File: src/fmo_pkg.sv
// Package of constants and types for the override controller
package fmo_pkg;

  // ----------------------------------------------------------------
  // Configuration encodings
  // ----------------------------------------------------------------
  localparam logic [2:0] FMO_CFG_INACTIVE = 3'h0;
  localparam logic [2:0] FMO_CFG_ACTIVE   = 3'h1;
  localparam logic [2:0] FMO_CFG_MAXREF   = 3'h2;
  localparam logic [2:0] FMO_CFG_RESERVED = 3'h3;
  localparam logic [2:0] FMO_CFG_COAST    = 3'h4;

  localparam logic       FMO_AR_LIMITED   = 1'h0;
  localparam logic       FMO_AR_UNLIMITED = 1'h1;

  // ----------------------------------------------------------------
  // Status codes and reset values
  // ----------------------------------------------------------------
  localparam logic [3:0] FMO_STATE_NORMAL   = 4'h0;
  localparam logic [3:0] FMO_STATE_OVERRIDE = 4'hA;
  localparam int         FMO_REF_W          = 16;
  localparam logic [15:0] FMO_REF_RST       = 16'h0000;

  // ----------------------------------------------------------------
  // Timing
  // ----------------------------------------------------------------
  localparam int FMO_CLK_MHZ          = 125;
  localparam int FMO_RESET_DELAY_MS   = 1000;
  localparam int FMO_RESET_DELAY_CYC  = FMO_RESET_DELAY_MS * 1000 * FMO_CLK_MHZ;

  typedef enum logic [1:0] {FMO_IDLE, FMO_ACTIVE} fmo_mode_e;

endpackage
File: src/fmo_ctrl.sv
// Emergency override supervisory controller
`timescale 1ns/100ps
`default_nettype none
module fmo_ctrl
  import fmo_pkg::*;
#(
  parameter int REF_W     = FMO_REF_W,
  parameter int DELAY_CYC = FMO_RESET_DELAY_CYC
) (
  input  wire logic             ref_clk,
  input  wire logic             arst_n,
  input  wire logic             override_input_pin,
  input  wire logic [2:0]       override_config_select,
  input  wire logic             override_autoreset_select,
  input  wire logic             general_autoreset_req,
  input  wire logic             ack_key,
  input  wire logic             run_cmd,
  input  wire logic             general_enable,
  input  wire logic [REF_W-1:0] speed_ref_in,
  input  wire logic [REF_W-1:0] max_speed_reference,
  input  wire logic             dc_link_overvoltage_fault,
  input  wire logic             output_overcurrent_fault,
  output logic                  override_active_alarm,
  output logic [3:0]            drive_state_code,
  output logic                  override_indicator_output,
  output logic                  motor_run,
  output logic                  pulse_enable,
  output logic [REF_W-1:0]      speed_ref_out,
  output logic                  critical_fault,
  output logic                  fault_reset_pulse,
  output logic                  override_history
);

  // ----------------------------------------------------------------
  // Input synchronisers
  // ----------------------------------------------------------------
  logic [1:0] pin_sync_reg;
  logic [1:0] ack_sync_reg;
  logic       ack_prev_reg;

  always_ff @(posedge ref_clk or negedge arst_n) begin
    if (!arst_n) begin
      pin_sync_reg <= 2'h3;
      ack_sync_reg <= 2'h0;
      ack_prev_reg <= 1'b0;
    end else begin
      pin_sync_reg <= {pin_sync_reg[0], override_input_pin};
      ack_sync_reg <= {ack_sync_reg[0], ack_key};
      ack_prev_reg <= ack_sync_reg[1];
    end
  end

  logic pin_low;
  logic ack_rise;
  logic cfg_valid;
  assign pin_low   = ~pin_sync_reg[1];
  assign ack_rise  = ack_sync_reg[1] & ~ack_prev_reg;
  // Only 1, 2 and 4 enable the function
  assign cfg_valid = (override_config_select == FMO_CFG_ACTIVE)
                   || (override_config_select == FMO_CFG_MAXREF)
                   || (override_config_select == FMO_CFG_COAST);

  // ----------------------------------------------------------------
  // Mode state machine
  // ----------------------------------------------------------------
  fmo_mode_e mode_reg;
  logic      active;
  assign active = (mode_reg == FMO_ACTIVE);

  always_ff @(posedge ref_clk or negedge arst_n) begin
    if (!arst_n) begin
      mode_reg <= FMO_IDLE;
    end else begin
      case (mode_reg)
        FMO_IDLE: begin
          if (pin_low && cfg_valid) begin
            mode_reg <= FMO_ACTIVE;
          end
        end
        FMO_ACTIVE: begin
          if (!pin_low || !cfg_valid) begin
            mode_reg <= FMO_IDLE;
          end
        end
        default: mode_reg <= FMO_IDLE;
      endcase
    end
  end

  // ----------------------------------------------------------------
  // Alarm, status code and history
  // ----------------------------------------------------------------
  always_ff @(posedge ref_clk or negedge arst_n) begin
    if (!arst_n) begin
      override_active_alarm <= 1'b0;
    end else if (!active && pin_low && cfg_valid) begin
      override_active_alarm <= 1'b1;
    end else if (!active || ack_rise) begin
      override_active_alarm <= 1'b0;
    end
  end

  always_ff @(posedge ref_clk or negedge arst_n) begin
    if (!arst_n) begin
      drive_state_code <= FMO_STATE_NORMAL;
    end else begin
      drive_state_code <= (!active && pin_low && cfg_valid) || (active && pin_low && cfg_valid)
                        ? FMO_STATE_OVERRIDE : FMO_STATE_NORMAL;
    end
  end

  always_ff @(posedge ref_clk or negedge arst_n) begin
    if (!arst_n) begin
      override_history <= 1'b0;
    end else if (active) begin
      override_history <= 1'b1;
    end
  end

  // ----------------------------------------------------------------
  // Motor command outputs
  // ----------------------------------------------------------------
  always_ff @(posedge ref_clk or negedge arst_n) begin
    if (!arst_n) begin
      override_indicator_output <= 1'b0;
      motor_run                 <= 1'b0;
      pulse_enable              <= 1'b0;
      speed_ref_out             <= REF_W'(FMO_REF_RST);
    end else begin
      override_indicator_output <= active;
      if (active) begin
        motor_run    <= 1'b1;
        pulse_enable <= (override_config_select != FMO_CFG_COAST);
        speed_ref_out <= (override_config_select == FMO_CFG_MAXREF)
                       ? max_speed_reference : speed_ref_in;
      end else begin
        motor_run     <= run_cmd & general_enable;
        pulse_enable  <= run_cmd & general_enable;
        speed_ref_out <= speed_ref_in;
      end
    end
  end

  // ----------------------------------------------------------------
  // Critical faults stay active and use automatic reset
  // ----------------------------------------------------------------
  assign critical_fault = dc_link_overvoltage_fault | output_overcurrent_fault;

  fmo_fault_reset #(
    .DELAY_CYC(DELAY_CYC)
  ) u_reset (
    .ref_clk                  (ref_clk),
    .arst_n                   (arst_n),
    .override_active          (active),
    .override_autoreset_select(override_autoreset_select),
    .general_reset_req        (general_autoreset_req),
    .fault_present            (critical_fault),
    .fault_reset_pulse        (fault_reset_pulse)
  );

  // ----------------------------------------------------------------
  // Checks
  // ----------------------------------------------------------------
  property p_enter;
    @(posedge ref_clk) disable iff (!arst_n)
      (!active && pin_low && cfg_valid) |=> (active && override_active_alarm);
  endproperty
  a_enter: assert property (p_enter) else $error("override not entered");

  property p_code;
    @(posedge ref_clk) disable iff (!arst_n)
      active |-> (drive_state_code == FMO_STATE_OVERRIDE);
  endproperty
  a_code: assert property (p_code) else $error("state code wrong");

  property p_ack;
    @(posedge ref_clk) disable iff (!arst_n)
      (active && ack_rise && pin_low && cfg_valid) |=> (!override_active_alarm && active);
  endproperty
  a_ack: assert property (p_ack) else $error("ack failed");

  property p_ind;
    @(posedge ref_clk) disable iff (!arst_n)
      active |=> override_indicator_output;
  endproperty
  a_ind: assert property (p_ind) else $error("indicator low");

  property p_stop;
    @(posedge ref_clk) disable iff (!arst_n)
      (active && !general_enable) |=> motor_run;
  endproperty
  a_stop: assert property (p_stop) else $error("stop obeyed");

  property p_inactive;
    @(posedge ref_clk) disable iff (!arst_n)
      (override_config_select == FMO_CFG_INACTIVE || override_config_select == FMO_CFG_RESERVED)
      |=> !active;
  endproperty
  a_inactive: assert property (p_inactive) else $error("inactive config entered");

  property p_maxref;
    @(posedge ref_clk) disable iff (!arst_n)
      (active && override_config_select == FMO_CFG_MAXREF) |=> (speed_ref_out == $past(max_speed_reference));
  endproperty
  a_maxref: assert property (p_maxref) else $error("max reference not forced");

  property p_coast;
    @(posedge ref_clk) disable iff (!arst_n)
      (active && override_config_select == FMO_CFG_COAST) |=> !pulse_enable;
  endproperty
  a_coast: assert property (p_coast) else $error("pulses not disabled");

  property p_hist;
    @(posedge ref_clk) disable iff (!arst_n)
      override_history |=> override_history;
  endproperty
  a_hist: assert property (p_hist) else $error("history lost");

  property p_exit;
    @(posedge ref_clk) disable iff (!arst_n)
      (active && !pin_low) |=> !active;
  endproperty
  a_exit: assert property (p_exit) else $error("no exit");

endmodule
`default_nettype wire

File: src/fmo_fault_reset.sv
// Automatic reset of critical faults during override mode
`timescale 1ns/100ps
`default_nettype none
module fmo_fault_reset
  import fmo_pkg::*;
#(
  parameter int DELAY_CYC = FMO_RESET_DELAY_CYC
) (
  input  wire logic ref_clk,
  input  wire logic arst_n,
  input  wire logic override_active,
  input  wire logic override_autoreset_select,
  input  wire logic general_reset_req,
  input  wire logic fault_present,
  output logic      fault_reset_pulse
);

  logic [31:0] cnt_reg;

  // ----------------------------------------------------------------
  // One-second delay after detection, repeated without limit
  // ----------------------------------------------------------------
  always_ff @(posedge ref_clk or negedge arst_n) begin
    if (!arst_n) begin
      cnt_reg <= 32'h0000_0000;
    end else if (!(override_active && override_autoreset_select) || !fault_present) begin
      cnt_reg <= 32'h0000_0000;
    end else if (cnt_reg >= 32'(DELAY_CYC - 1)) begin
      cnt_reg <= 32'h0000_0000;
    end else begin
      cnt_reg <= cnt_reg + 32'h0000_0001;
    end
  end

  // During override, unlimited mode ignores the general setting; limited mode and non-override operation defer to it
  assign fault_reset_pulse = (override_active && override_autoreset_select)
                           ? (fault_present && cnt_reg >= 32'(DELAY_CYC - 1))
                           : general_reset_req;

  property p_unl_delay;
    @(posedge ref_clk) disable iff (!arst_n)
      (override_active && override_autoreset_select && fault_present && cnt_reg == 32'h0)
      |-> !fault_reset_pulse;
  endproperty
  a_unl_delay: assert property (p_unl_delay) else $error("early unlimited reset");

  property p_limited;
    @(posedge ref_clk) disable iff (!arst_n)
      !override_autoreset_select |-> (fault_reset_pulse == general_reset_req);
  endproperty
  a_limited: assert property (p_limited) else $error("limited reset not general");

endmodule
`default_nettype wire

File: config.mk
export PLATFORM = sky130hd
export DESIGN_NAME = fmo_ctrl
export DESIGN_NICKNAME = d
export VERILOG_FILES = /design/src/fmo_pkg.sv /design/src/fmo_ctrl.sv /design/src/fmo_fault_reset.sv
export SDC_FILE = /design/constraint.sdc
export NUM_CORES = 1
export LEC_CHECK = 0
export ABC_AREA = 1
export BUFFER_PORTS_ARGS = -buffer_cell sky130_fd_sc_hd__buf_2
export CAP_MARGIN = 20
export CORE_ASPECT_RATIO = 0.8
export CORE_MARGIN = 3
export CORE_UTILIZATION = 57
export DETAILED_ROUTE_END_ITERATION = 6
export PLACE_DENSITY = 0.85
export SLEW_MARGIN = 5
export SYNTH_ARGS = -nofsm -noshare
export SYNTH_HDL_FRONTEND = slang
export SYNTH_SLANG_ARGS = --single-unit
File: constraint.sdc
create_clock -name ref_clk -period 4.2 [get_ports ref_clk]
set_input_delay 1.26 -clock ref_clk [delete_from_list [all_inputs] [get_ports ref_clk]]
set_output_delay 1.26 -clock ref_clk [all_outputs]
set_load 0.05 [all_outputs]
==> qor.csv <==
stage,metric,value,unit
outcome,status,completed,
clock_network,total CTS buffers,9,
finish,Finished Layout Cells,460,
setup_path,"slowest stage cell, crit path",dfrtp_1,
finish,final core utilization,0.741,
setup_path,most numerous cell on the critical path,nand2_1,
finish,Antenna Cells,0,
clock_network,Worst-path clk slew,0.06,ns
grt,largest net degree at the start of global routing,48,
timing,Max-slew headroom,0.343,
setup_path,Worst Path Required,2.94,ns
floorplan,starting density of the core,0.611,
drt,initial DRC count,137,
grt,vias in the first global route,2304,
clock_network,H-tree depth,3,
finish,"commonest non-fill, non-tap cell in the layout",buf_2,
timing,Worst Tran Pin Value,0.986,ns
timing,FMAX,0.297,GHz
floorplan,Top Ports,72,
yosys,mean area per synthesized cell,9.26,µm²
finish,share of cells above drive strength 1,0.355,
yosys,post-synthesis cell area,2910,µm²
finish,fillers,364,
yosys,post-synthesis cell type count,31,
grt,first-pass GRT wire length,10700,µm
setup_path,Setup crit end kind,output port,
hold_path,Hold/Removal Path Class,reg -> reg,
place,Placed Cells,444,
setup_path,Startpoint Class,flop,
finish,nets,441,
timing,max-slew violations,0,
clock_network,Clock Tree Buf Depth,2,
drt,routed via count,2291,
drt,post-DR vias/cell,4.98,
setup_path,Max stage delay on crit path,0.41,ns
yosys,post-synth top area cell,dfrtp_1,
grt,gr ovfl total,0,
power,Tot Pwr,0.00134,W
yosys,Async SR Flop Fraction,1.00,
power,Leak,1.59,nW
setup_path,critical path class,reg -> out,
yosys,YS warnings,0,
place,hpwl dp,4990,µm
power,worst vdd ir,310,µV
yosys,Yosys top cell area share,0.499,
yosys,sequential fraction of the synthesis area,0.517,
drt,aggregate routed wire length,6440,µm
power,Power per Cell Area,379,nW/µm²
clock_network,post-CTS setup buffers,0,
setup_path,Critical Path Fanout Max,4,
timing,RSZ-0062 raised after global routing,no,
finish,Layout area overhead,21.4,%
clock_network,Num Clock Sinks,60,
yosys,synthesized instance count,314,
drt,First-pass DRT Iterations,4,
yosys,top_reg_cell synth,dfrtp_1,
grt,GRT Total Usage,0.236,
drt,wire per inst,14.0,µm
place,Placed Area,3300,µm²
finish,final instance area,3530,µm²
clock_network,# hold bufs at CTS,0,
timing,setup TNS,0,ns
clock_network,CTS tree,yes,
timing,clock skew,0.00824,ns
timing,Finish-stage setup viols,0,
clock_network,Resize count post-CTS,0,
setup_path,critical path arrival,2.10,ns
place,RD Place Congestion,0.962,
floorplan,Die Ht,69.9,µm
yosys,number of flops mapped to enable cells by yosys,0,
setup_path,worst-path cell chain,"ha_1, inv_1, nor2_4, nand2_2, nand2_1, nand2_1, nand2_1, nand2_2, nand2_1, nand2_1, nand2_1, buf_2",
flow_run,count of max-cap constraint violations,0,
yosys,synth top area cells,"dfrtp_1 50%, nand2_1 8.0%, mux2_2 6.2%",
floorplan,Core Region,4760,µm²
floorplan,FP Rows,22,
floorplan,DIE AREA,6000,µm²
setup_path,critical path's top delay family,simple AND/OR/NAND/NOR gates,
clock_network,Root Buffer,clkbuf_8,
floorplan,chip width,85.9,µm
timing,final period utilization,0.800,
clock_network,Clock Latency Late Sink,0.34,ns
timing,Fin. Hold Viols,0,
place,I/O Buffers,69,
finish,highest-count cells in the layout ignoring fill and taps,"69 x buf_2, 62 x nand2_1, 58 x dfrtp_1",
finish,max FFs per register,32,
grt,antenna violations before repair,0,
yosys,Yosys reg bits,60,
timing,final critical-path required period,3.36,ns
drt,remaining antenna violation count after routing,0,
setup_path,WP buf/inv,2,
drt,drt drc,0,
==> synthesized netlist by cell type (2+ instances only) <==
library cell and n:
buf_4 3, nor3_2 4, inv_1 33, xor2_1 15
nand2_1 62, nor2_1 46, nor3_1 8, inv_2 3
nor2_2 17, nand3_1 11, dfrtp_1 58, a21oi_2 2
xnor2_1 4, nor2_4 3, mux2_2 16, nand4_1 5
dfstp_2 2, o21ai_1 2, nand2_2 8
==> through the flow <==
step                      setup WS, ns  hold WS [ns]
after floorplan                  0.980         0.331
after global routing             0.610         0.371
after CTS                        0.804         0.363
after detailed placement         0.856         0.353
final                            0.838         0.353
after global placement           0.888         0.333
==> logic make-up after synthesis <==
kind of cell    share of synthesized area
compound gates                     0.0159
xor+xnor                           0.0572
fa+ha+maj                         0.00430
buf+inv                            0.0667
flops                               0.517
mux                                0.0620
other cells                       0.00129
simple gates                        0.275
==> worst reg2reg max path, stage by stage, from the launching register on <==
cell and delay (ns):
dfrtp_1 0.42, ha_1 0.25, inv_1 0.12, nor2_4 0.06, nand2_2 0.10, nand2_1 0.07, nand2_1 0.06, nand2_1 0.08
nand2_2 0.12, nand3_4 0.30, nor2_2 0.22
==> final timing paths <==
kind / startpoint / end / slack (ns) / cells past startpoint
worst max-delay path: u_reset.cnt_reg[0] / fault_reset_pulse / 0.84 / 12
worst min register to register: ack_sync_reg[0] / ack_sync_reg[1] / 0.35 / 0
worst min-delay path: ack_sync_reg[0] / ack_sync_reg[1] / 0.35 / 0
min in group asynchronous: arst_n / speed_ref_out[4] / 1.08 / 1
worst max register to register: u_reset.cnt_reg[0] / u_reset.cnt_reg[21] / 2.32 / 10
max in group asynchronous: arst_n / u_reset.cnt_reg[6] / 2.35 / 2
==> layout make-up <==
class | instances | area (µm²) | share of cell area
clock inverter | 5 | 100 | 0.0283
tap | 60 | 75.1 | 0.0213
sequential | 60 | 1500 | 0.426
inverter | 36 | 135 | 0.0383
clock buffer | 11 | 131 | 0.0372
multi-input combinational | 218 | 1230 | 0.349
timing repair buffer | 70 | 353 | 0.0999
==> per-layer routing <==
layer,track usage,vias up,wire length [µm]
li1,-,1129,-
met1,0.301,1083,2650
met2,0.372,70,3220
met3,0.0896,9,484
met4,0.0773,0,83
met5,0,-,0
==> power by group <==
| part | internal [W] | total [W] | switching (W) |
|---|---|---|---|
| logic | 0.0000358 | 0.000126 | 0.0000900 |
| clock network | 0.000392 | 0.000610 | 0.000218 |
| registers | 0.000597 | 0.000603 | 0.00000656 |
| total | 0.00102 | 0.00134 | 0.000315 |
No activity file was read; power rests on OpenSTA's default activity.
